[config.mk]
export PLATFORM = sky130hd
export DESIGN_NAME = uif_funnel
export DESIGN_NICKNAME = d
export VERILOG_FILES = /design/src/uif_pkg.sv /design/src/uif_evt_if.sv /design/src/uif_idle_timer.sv /design/src/uif_funnel.sv
export SDC_FILE = /design/constraint.sdc
export NUM_CORES = 1
export LEC_CHECK = 0
export BUFFER_PORTS_ARGS = -buffer_cell sky130_fd_sc_hd__clkbuf_2
export CORE_UTILIZATION = 47
export DETAILED_ROUTE_END_ITERATION = 8
export GPL_TIMING_DRIVEN = 0
export PLACE_DENSITY = 0.83
export SLEW_MARGIN = 20
export SYNTH_ARGS = -nofsm -noshare
export SYNTH_HDL_FRONTEND = slang
export SYNTH_SLANG_ARGS = --single-unit
[constraint.sdc]
create_clock -name pclk -period 2.1 [get_ports pclk]
set_input_delay 0.105 -clock pclk [delete_from_list [all_inputs] [get_ports pclk]]
set_output_delay 0.105 -clock pclk [all_outputs]
set_load 0.1 [all_outputs]
[src/uif_pkg.sv]
// package for the usb interrupt status funnel
// assumes a 10 MHz pclk and an apb register bus with 32-bit data
package uif_pkg;

  // ------------------------------------------------------------
  // register map (byte addresses, printed offsets are indices)
  // ------------------------------------------------------------
  localparam logic [11:0] UIF_IDX_FLAGS    = 12'h0f62;
  localparam logic [11:0] UIF_IDX_ENABLES  = 12'h0f36;
  localparam logic [11:0] UIF_IDX_ERRFLAGS = 12'h0f63;
  localparam logic [11:0] UIF_IDX_ERRENS   = 12'h0f37;
  localparam logic [11:0] UIF_IDX_CONTROL  = 12'h0f65;
  localparam logic [11:0] UIF_IDX_ADDRESS  = 12'h0f6e;
  localparam logic [13:0] UIF_ADDR_FLAGS    = {UIF_IDX_FLAGS, 2'b00};
  localparam logic [13:0] UIF_ADDR_ENABLES  = {UIF_IDX_ENABLES, 2'b00};
  localparam logic [13:0] UIF_ADDR_ERRFLAGS = {UIF_IDX_ERRFLAGS, 2'b00};
  localparam logic [13:0] UIF_ADDR_ERRENS   = {UIF_IDX_ERRENS, 2'b00};
  localparam logic [13:0] UIF_ADDR_CONTROL  = {UIF_IDX_CONTROL, 2'b00};
  localparam logic [13:0] UIF_ADDR_ADDRESS  = {UIF_IDX_ADDRESS, 2'b00};

  // ------------------------------------------------------------
  // field positions of the top-level flags, the control suspend bit and the controller flag bit
  // ------------------------------------------------------------
  localparam int UIF_B_RESET = 0;
  localparam int UIF_B_ERR   = 1;
  localparam int UIF_B_ACTV  = 2;
  localparam int UIF_B_TRN   = 3;
  localparam int UIF_B_IDLE  = 4;
  localparam int UIF_B_STALL = 5;
  localparam int UIF_B_SOF   = 6;
  localparam int UIF_B_SUSP  = 1;
  localparam int UIF_IRQ_BIT = 4;

  // ------------------------------------------------------------
  // masks and reset values
  // ------------------------------------------------------------
  localparam logic [7:0] UIF_FLAGS_RST   = 8'h00;
  localparam logic [7:0] UIF_SW_WR_MASK  = 8'h7d;
  localparam logic [7:0] UIF_EN_MASK     = 8'h7f;
  localparam logic [7:0] UIF_ERR_MASK    = 8'h9f;
  localparam logic [7:0] UIF_CTRL_MASK   = 8'h02;
  localparam logic [7:0] UIF_ADDR_MASK   = 8'h7f;
  localparam logic [6:0] UIF_ADDR_RST    = 7'h00;

  // ------------------------------------------------------------
  // timing
  // ------------------------------------------------------------
  localparam int UIF_CLK_HZ       = 10_000_000;
  localparam int UIF_IDLE_MS      = 3;
  localparam int UIF_IDLE_CYC     = UIF_IDLE_MS * (UIF_CLK_HZ / 1000);
  localparam int UIF_WAKE_SYNC    = 4;

endpackage

[src/uif_evt_if.sv]
// interface carrying engine events into the flag core
// assumes events are one-cycle pulses on pclk
`timescale 1ns/1ps
interface uif_evt_if;
  logic       sof;
  logic       stall;
  logic       idle;
  logic       trn;
  logic       actv;
  logic       rst;
  logic [7:0] err;
  modport src (output sof, stall, idle, trn, actv, rst, err);
  modport dst (input sof, stall, idle, trn, actv, rst, err);
endinterface

[src/uif_idle_timer.sv]
// idle detector: pulses after the bus has been idle long enough
// assumes bus_idle is already synchronised to pclk
`timescale 1ns/1ps
module uif_idle_timer
  import uif_pkg::*;
#(
  parameter int IDLE_CYC = UIF_IDLE_CYC
) (
  // clock and reset
  input  wire logic pclk,
  input  wire logic presetn,
  // bus state
  input  wire logic bus_idle,
  input  wire logic run,
  // event out
  output logic      idle_pulse
);

  logic [15:0] cnt_r;
  logic        fired_r;

  // count continuous idle; one pulse per idle stretch
  always_ff @(posedge pclk or negedge presetn) begin
    if (!presetn) begin
      cnt_r   <= 16'h0000;
      fired_r <= 1'b0;
    end else if (!bus_idle || !run) begin
      cnt_r   <= 16'h0000;
      fired_r <= !bus_idle ? 1'b0 : fired_r;
    end else if (cnt_r < 16'(IDLE_CYC - 1)) begin
      cnt_r <= cnt_r + 16'h0001;
    end else begin
      fired_r <= 1'b1;
    end
  end

  assign idle_pulse = run && bus_idle && !fired_r
                      && (cnt_r == 16'(IDLE_CYC - 1));

endmodule

[src/uif_funnel.sv]
// usb interrupt status funnel: flags, enables, error layer, apb slave
// assumes engine event pulses on pclk and asynchronous bus line levels
//
// Implementation choice: the APB register port.
`timescale 1ns/1ps
module uif_funnel
  import uif_pkg::*;
(
  // apb slave
  input  wire logic        pclk,
  input  wire logic        presetn,
  input  wire logic        psel,
  input  wire logic        penable,
  input  wire logic        pwrite,
  input  wire logic [31:0] paddr,
  input  wire logic [31:0] pwdata,
  output logic      [31:0] prdata,
  output logic             pready,
  output logic             pslverr,
  // engine events, one-cycle pulses
  input  wire logic        ev_sof,
  input  wire logic        ev_stall,
  input  wire logic        ev_trn,
  input  wire logic        ev_reset,
  input  wire logic [7:0]  ev_err,
  // bus line levels and clock status, asynchronous
  input  wire logic        line_dp,
  input  wire logic        line_dm,
  input  wire logic        bus_idle,
  input  wire logic        pll_locked,
  // outputs to the system
  output logic             usb_combined_irq,
  output logic             engine_clk_en,
  output logic             queue_advance,
  output logic [6:0]       device_address
);

  // ------------------------------------------------------------
  // synchronisers
  // ------------------------------------------------------------
  logic [3:0] s1_r;
  logic [3:0] s2_r;
  always_ff @(posedge pclk or negedge presetn) begin
    if (!presetn) begin
      s1_r <= 4'h0;
      s2_r <= 4'h0;
    end else begin
      s1_r <= {pll_locked, bus_idle, line_dm, line_dp};
      s2_r <= s1_r;
    end
  end

  logic dp_s;
  logic dm_s;
  logic idle_s;
  logic lock_s;
  assign {lock_s, idle_s, dm_s, dp_s} = s2_r;

  // edge detector waits until the synchroniser holds real line levels,
  // otherwise the reset zeros would look like activity on an idle bus
  logic [1:0] prime_r;
  always_ff @(posedge pclk or negedge presetn) begin
    if (!presetn) begin
      prime_r <= 2'h0;
    end else if (!(&prime_r)) begin
      prime_r <= prime_r + 2'h1;
    end
  end

  // ------------------------------------------------------------
  // registers
  // ------------------------------------------------------------
  logic [7:0] flags_r;
  logic [7:0] flags_nxt;
  logic [7:0] en_r;
  logic [7:0] eflags_r;
  logic [7:0] eflags_nxt;
  logic [7:0] een_r;
  logic [7:0] ctrl_r;
  logic [6:0] addr_r;
  logic [2:0] wake_r;
  logic       armed_r;
  logic       dp_d_r;
  logic       dm_d_r;

  function automatic logic hit(input logic [31:0] a, input logic [13:0] b);
    return a[31:14] == 18'h0_0000 && a[13:0] == b;
  endfunction

  logic wr;
  logic rd;
  assign wr = psel && penable && pwrite;
  assign rd = psel && penable && !pwrite;

  logic mapped;
  assign mapped = hit(paddr, UIF_ADDR_FLAGS) || hit(paddr, UIF_ADDR_ENABLES)
               || hit(paddr, UIF_ADDR_ERRFLAGS) || hit(paddr, UIF_ADDR_ERRENS)
               || hit(paddr, UIF_ADDR_CONTROL) || hit(paddr, UIF_ADDR_ADDRESS);

  assign pready  = 1'b1;
  assign pslverr = psel && penable && !mapped;

  logic w_flags;
  logic w_eflags;
  assign w_flags  = wr && hit(paddr, UIF_ADDR_FLAGS);
  assign w_eflags = wr && hit(paddr, UIF_ADDR_ERRFLAGS);

  // ------------------------------------------------------------
  // suspend, wake sync and event gating
  // ------------------------------------------------------------
  logic susp;
  logic run;
  assign susp = ctrl_r[UIF_B_SUSP];
  // pll lock also holds off the engine after wake
  assign run           = !susp && lock_s;
  assign engine_clk_en = run;

  always_ff @(posedge pclk or negedge presetn) begin
    if (!presetn) begin
      wake_r <= 3'h0;
    end else if (!run) begin
      wake_r <= 3'(UIF_WAKE_SYNC);
    end else if (wake_r != 3'h0) begin
      wake_r <= wake_r - 3'h1;
    end
  end

  logic actv_clr_ok;
  assign actv_clr_ok = run && wake_r == 3'h0;

  uif_evt_if evt ();
  logic idle_p;
  uif_idle_timer u_idle (
    .pclk       (pclk),
    .presetn    (presetn),
    .bus_idle   (idle_s),
    .run        (run),
    .idle_pulse (idle_p)
  );

  // only line activity passes while suspended
  assign evt.sof   = ev_sof && run;
  assign evt.stall = ev_stall && run;
  assign evt.trn   = ev_trn && run;
  assign evt.rst   = ev_reset && run;
  assign evt.err   = run ? ev_err & UIF_ERR_MASK : 8'h00;
  assign evt.idle  = idle_p;
  // activity is an edge on either line, armed once per idle
  assign evt.actv  = (&prime_r) && armed_r
                     && ((dp_s ^ dp_d_r) || (dm_s ^ dm_d_r));

  always_ff @(posedge pclk or negedge presetn) begin
    if (!presetn) begin
      dp_d_r  <= 1'b0;
      dm_d_r  <= 1'b0;
      armed_r <= 1'b1;
    end else begin
      dp_d_r <= dp_s;
      dm_d_r <= dm_s;
      if (evt.idle) begin
        armed_r <= 1'b1;
      end else if (evt.actv) begin
        armed_r <= 1'b0;
      end
    end
  end

  // ------------------------------------------------------------
  // error layer
  // ------------------------------------------------------------
  always_comb begin
    eflags_nxt = eflags_r;
    if (w_eflags) begin
      eflags_nxt = eflags_r & pwdata[7:0];
    end
    eflags_nxt = (eflags_nxt | evt.err) & UIF_ERR_MASK;
  end

  always_ff @(posedge pclk or negedge presetn) begin
    if (!presetn) begin
      eflags_r <= UIF_FLAGS_RST;
    end else begin
      eflags_r <= eflags_nxt;
    end
  end

  logic err_any;
  assign err_any = |(eflags_r & een_r);

  // ------------------------------------------------------------
  // top-level flags
  // ------------------------------------------------------------
  logic [7:0] hw_set;
  assign hw_set = {1'b0, evt.sof, evt.stall, evt.idle, evt.trn,
                   evt.actv, 1'b0, evt.rst};

  always_comb begin
    flags_nxt = flags_r;
    if (w_flags) begin
      // writes store zeros and ones alike on writable bits, but a set activity bit holds until wake sync ends
      flags_nxt = (flags_r & ~UIF_SW_WR_MASK)
                | (pwdata[7:0] & UIF_SW_WR_MASK);
      if (!actv_clr_ok && flags_r[UIF_B_ACTV]) begin
        flags_nxt[UIF_B_ACTV] = 1'b1;
      end
    end
    flags_nxt = flags_nxt | hw_set;
    flags_nxt[UIF_B_ERR] = err_any;
    flags_nxt[7]         = 1'b0;
  end

  always_ff @(posedge pclk or negedge presetn) begin
    if (!presetn) begin
      flags_r <= UIF_FLAGS_RST;
    end else begin
      flags_r <= flags_nxt;
    end
  end

  // clearing the done flag pops the transfer status queue
  assign queue_advance = w_flags && flags_r[UIF_B_TRN]
                      && !pwdata[UIF_B_TRN] && !evt.trn;

  // ------------------------------------------------------------
  // enables, control, address
  // ------------------------------------------------------------
  always_ff @(posedge pclk or negedge presetn) begin
    if (!presetn) begin
      en_r   <= UIF_FLAGS_RST;
      een_r  <= UIF_FLAGS_RST;
      ctrl_r <= UIF_FLAGS_RST;
    end else if (wr) begin
      if (hit(paddr, UIF_ADDR_ENABLES)) begin
        en_r <= pwdata[7:0] & UIF_EN_MASK;
      end
      if (hit(paddr, UIF_ADDR_ERRENS)) begin
        een_r <= pwdata[7:0] & UIF_ERR_MASK;
      end
      if (hit(paddr, UIF_ADDR_CONTROL)) begin
        ctrl_r <= pwdata[7:0] & UIF_CTRL_MASK;
      end
    end
  end

  always_ff @(posedge pclk or negedge presetn) begin
    if (!presetn) begin
      addr_r <= UIF_ADDR_RST;
    end else if (evt.rst) begin
      addr_r <= UIF_ADDR_RST;
    end else if (wr && hit(paddr, UIF_ADDR_ADDRESS)) begin
      addr_r <= pwdata[6:0];
    end
  end
  assign device_address = addr_r;

  // ------------------------------------------------------------
  // request to the processor
  // ------------------------------------------------------------
  // registered so the request never glitches on a write
  always_ff @(posedge pclk or negedge presetn) begin
    if (!presetn) begin
      usb_combined_irq <= 1'b0;
    end else begin
      usb_combined_irq <= |(flags_nxt & en_r);
    end
  end

  // ------------------------------------------------------------
  // read data
  // ------------------------------------------------------------
  always_ff @(posedge pclk or negedge presetn) begin
    if (!presetn) begin
      prdata <= 32'h0000_0000;
    end else if (psel && !penable && !pwrite) begin
      prdata <= 32'h0000_0000;
      if (hit(paddr, UIF_ADDR_FLAGS))    prdata[7:0] <= flags_r;
      if (hit(paddr, UIF_ADDR_ENABLES))  prdata[7:0] <= en_r;
      if (hit(paddr, UIF_ADDR_ERRFLAGS)) prdata[7:0] <= eflags_r;
      if (hit(paddr, UIF_ADDR_ERRENS))   prdata[7:0] <= een_r;
      if (hit(paddr, UIF_ADDR_CONTROL))  prdata[7:0] <= ctrl_r;
      if (hit(paddr, UIF_ADDR_ADDRESS))  prdata[6:0] <= addr_r;
    end
  end

  // ------------------------------------------------------------
  // checks
  // ------------------------------------------------------------
  a_irq_follows_flags: assert property (@(posedge pclk) disable iff (!presetn)
    usb_combined_irq == |($past(flags_nxt) & $past(en_r)))
    else $error("irq does not follow enabled flags");
  a_err_flag_or: assert property (@(posedge pclk) disable iff (!presetn)
    flags_r[UIF_B_ERR] == |($past(eflags_r) & $past(een_r)))
    else $error("combined error flag wrong");
  a_flag_sticky: assert property (@(posedge pclk) disable iff (!presetn)
    (flags_r[UIF_B_SOF] && !w_flags) |=> flags_r[UIF_B_SOF])
    else $error("frame flag dropped without write");
  a_sw_set_flag: assert property (@(posedge pclk) disable iff (!presetn)
    (w_flags && pwdata[UIF_B_STALL]) |=> flags_r[UIF_B_STALL])
    else $error("software set ignored");
  a_suspend_gates: assert property (@(posedge pclk) disable iff (!presetn)
    (susp && ev_sof && !flags_r[UIF_B_SOF] && !w_flags) |=> !flags_r[UIF_B_SOF])
    else $error("frame flag set while suspended");
  a_bit7_zero: assert property (@(posedge pclk) disable iff (!presetn)
    !flags_r[7])
    else $error("bit 7 set");
  a_stall_sets: assert property (@(posedge pclk) disable iff (!presetn)
    (run && ev_stall) |=> flags_r[UIF_B_STALL])
    else $error("stall flag not set");
  a_reset_addr: assert property (@(posedge pclk) disable iff (!presetn)
    (run && ev_reset) |=> (flags_r[UIF_B_RESET] && device_address == 7'h00))
    else $error("bus reset not handled");
  a_actv_hold: assert property (@(posedge pclk) disable iff (!presetn)
    (susp && flags_r[UIF_B_ACTV]) |=> flags_r[UIF_B_ACTV])
    else $error("activity cleared while suspended");
  a_trn_set_wins: assert property (@(posedge pclk) disable iff (!presetn)
    (run && ev_trn && w_flags && !pwdata[UIF_B_TRN]) |=> flags_r[UIF_B_TRN])
    else $error("event lost against clear");
  a_queue_pops: assert property (@(posedge pclk) disable iff (!presetn)
    queue_advance |=> !flags_r[UIF_B_TRN])
    else $error("queue advanced but done flag kept");
  a_line_edge: assert property (@(posedge pclk) disable iff (!presetn)
    (armed_r && (&prime_r) && (dm_s != dm_d_r)) |=> flags_r[UIF_B_ACTV])
    else $error("line edge missed");

endmodule

==> flow_summary_export.csv <==
group,metric,value,unit
timing,slew_headroom,46.1,%
timing,rsz0062_at_grt,"yes",
clocking,clkSlewWorstSetupHoldPaths,80,ps
drt,first_pass_iters,5,
pwr,power_frac_seq,47.9,%
worst_setup_path,arrival,2280,ps
placed_design,io_buffer_count,76,
placed_design,placedInstanceArea,4900,um^2
status,status,"complete, but fails checks",
hold_path,min_path_type,"input port to flip-flop",
pwr,sw_frac_of_total,33.7,%
pwr,p_comb_share,20.7,%
layout,num_antenna_cells,0,
synth,synthSimpleGateAreaFrac,23.3,%
drt,dr_total_vias,3759,
layout,fillCellCount,716,
clocking,cts_root_buf,"clkbuf_8",
synth,synth_area_per_cell,10.1,um^2
drt,drt-total-wl,10900,um
synth,synth_top_area_share,44.0,%
clocking,clock_sinks,76,
synth,yosys.area.top_type,"dfrtp_1",
floorplanning,die_area,9460,um^2
timing,drv_slew,0,
timing,fin_ws,-1.55,ps
pwr,power_switching,1080,uW
synth,yosys_warnings,0,
floorplanning,initial_core_util,48.7,%
floorplanning,pin_count,129,
synth,synth_area,4260,um^2
timing,final_hold_viol_count,0,
clocking,clk_path_buf_depth,2,
timing,worst_slew_pin_slew,809,ps
floorplanning,coreArea,8760,um^2
layout,nNetsFinal,639,
synth,synthCells,422,
clocking,ctsHtreeMaxLevel,3,
drt,drt-vias-per-instance,5.67,
worst_setup_path,cp-startpoint,"ctrl_r[1]$_DFFE_PN0P_",
layout,design_area,5330,um^2
worst_setup_path,worstSetupPathType,"flip-flop to flip-flop",
synth,ys.flop_type,"dfrtp_1",
timing,fin_skew,11.9,ps
clocking,insertion_delay,360,ps
synth,synth_fa_ha_area_share,1.17,%
synth,synth.area.mux_share,4.40,%
pwr,power_density,603,nW/um^2
layout,drive_gt1_share,32.6,%
floorplanning,fp.dieW,97.3,um
worst_setup_path,regToRegStartpoint,"ctrl_r[1]$_DFFE_PN0P_",
grt,grt_max_degree,45,
grt,grt_overflow_total,0,
synth,yosys.area_share.xor_xnor,3.29,%
clocking,cts_tree,"built",
timing,max_freq,476,MHz
layout,area_delta_synth_final,25.0,%
synth,synth-edff-count,0,
synth,seq_area_frac_synth,44.6,%
drt,antenna_left,0,
grt,grt_pass1_wl,17300,um
drt,first_iter_violations,259,
hold_path,min_from,"pwdata[6]",
worst_setup_path,worstPathRequired,2280,ps
placed_design,dpl.hpwl,7960,um
grt,grt_pass1_vias,3549,
timing,report.final.setup_viol,1,
grt,gr-usage-all-layers,23.1,%
synth,ys_async_sr_fraction,100,%
worst_setup_path,start_kind,"flip-flop",
floorplanning,die_h,97.3,um
grt,antenna_found_initial,0,
pwr,pwr-share-clk,31.4,%
timing,fin_crit_sh,100,%
synth,synth_compound_area_share,15.6,%
clocking,cts_buffers,9,
floorplanning,core.rowCount,34,
status,violations,"negative setup slack",
worst_setup_path,critPathMaxStageDelay,480,ps
worst_setup_path,slowest_stage,"or4_1",
timing,min_period,2100,ps
synth,synth_top_family_by_area,"simple AND/OR/NAND/NOR gates",
pwr,internal_power,2130,uW
drt,drcViolationCount,0,
synth,synth_seq_cells,76,
drt,wl_per_cell,16.5,um
synth,yosysUniqueCellTypes,66,
worst_setup_path,path_max_fanout,5,
pwr,p_leak,0.00233,uW
synth,synthTopCellsByArea,"dfrtp_1, buf_4, nand2_1",
pwr,fin_total_pwr,3210,uW
pwr,vdd_ir_drop_max,0.000456,V
worst_setup_path,endpoint_kind,"flip-flop",
flow_run,cap_violations,0,
placed_design,gp_congestion,0.919,
worst_setup_path,crit_chain,"nand2b_2, or4_1, o31a_1, o31ai_2, nand4_1",
==> cells in the mapped netlist (all sizes together) (2+ instances only) <==
cell type,number
dfrtp,75
nand2,45
buf,30
nand3,30
nor2,25
a21oi,20
nor4,19
o21ai,19
mux2,14
xnor2,14
and3,11
inv,10
clkbuf,9
nand4,9
a2111oi,8
a211oi,8
nor3,7
a22oi,5
and2,5
ha,4
o31ai,4
and4b,3
mux2i,3
nand2b,3
or2,3
or3,3
a21o,2
a221o,2
a222oi,2
a22o,2
a31o,2
a31oi,2
conb,2
nor2b,2
nor3b,2
o22a,2
o31a,2
or4,2
xor2,2
==> per-stage QoR <==
step | utilization, % | setup TNS [ps] | hold slack (ps) | std cells | setup WS [ps]
finish | 60.8 | -1.55 | 23.5 | 663 | -1.55
global route | 60.8 | -314 | 28.5 | 663 | -68.4
CTS | 59.9 | 0 | 12.6 | 660 | 1.10
detailed placement | 55.9 | -1830 | 110 | 630 | -266
global placement | 55.7 | -968 | 215 | 629 | -274
floorplan | - | -191 | -191 | 445 | -191
==> logic make-up (layout without fill, tap and decap cells) <==
kind of cell / Yosys count / in the layout
buffers and inverters: 49 / 159
XOR/XNOR: 16 / 16
AO/OA/AOI/OAI: 86 / 86
flip-flops: 76 / 76
multiplexers: 17 / 17
other: 2 / 25
AND/OR/NAND/NOR: 172 / 172
adder cells (fa/ha/maj): 4 / 4
==> power groups by stage <==
stage	Clock, uW	Sequential (uW)	Combinational (uW)
5_1_grt	1090	1540	710
3_3_place_gp	0	1560	606
3_5_place_dp	0	1560	627
2_1_floorplan	0	1630	401
4_1_cts	1030	1530	651
6_report	1010	1540	666
==> metal layers <==
layer	wire, um	vias up	track usage [%]
li1	-	1761	-
met4	335	0	9.62
met1	4320	1764	28.1
met2	5420	202	39.3
met3	861	32	5.25
met5	0	-	0
==> layout by cell type, fill, tap and decap left out, drive strengths merged, types with 12 or more instances in the layout <==
cell type	instances
a21oi	20
inv	12
buf	34
nand3	30
nand2	45
conb	25
dfrtp	75
dlygate4sd3	14
nor2	25
o21ai	19
xnor2	14
clkbuf	94
nor4	19
mux2	14
==> area by class of cell <==
class | instances | area, um^2 | area share (%)
Tap cell | 108 | 135 | 2.53
Multi-Input combinational cell | 320 | 2230 | 41.9
Sequential cell | 76 | 1900 | 35.7
Clock buffer | 9 | 124 | 2.32
Buffer | 39 | 283 | 5.30
Inverter | 10 | 37.5 | 0.704
Timing Repair Buffer | 94 | 568 | 10.7
Clock inverter | 7 | 48.8 | 0.915
==> state kept, by name, indices dropped and copies added (netlist names) <==
signal            cells
device_address        7
dp_d_r                1
prime_r               2
prdata                8
dm_d_r                1
s2_r                  4
u_idle.fired_r        1
en_r                  7
flags_r               7
wake_r                3
armed_r               1
s1_r                  4
een_r                 6
usb_combined_irq      1
u_idle.cnt_r         16
eflags_r              6
ctrl_r                1
==> path summary, 6_finish.rpt <==
path	slack (ps)	end	cells after the start
max	-2	usb_combined_irq$_DFF_PN0_	5
min in group asynchronous	260	en_r[5]$_DFFE_PN0P_	2
max reg2reg	-2	usb_combined_irq$_DFF_PN0_	5
min reg2reg	360	s2_r[0]$_DFF_PN0_	0
min	20	device_address[6]$_DFFE_PN0P_	3
max in group asynchronous	1190	armed_r$_DFFE_PN1P_	3
==> critical path: cells and delay by family (launching register included) <==
kind	cells	cell delay [ps]
AOI/OAI and AO/OA	2	580
DFF	1	410
and+or+nand+nor	3	920
==> repair_timing <==
action | CTS | global route
setup endpoints to repair | 12 | 14
gates cloned | 0 | 1
endpoints found under the hold margin | 45 | 0
resized for setup | 9 | 12
pin swaps | 0 | 10
hold buffers | 14 | 0
setup buffers | 0 | 2
Power figures use the tool's default switching activity.
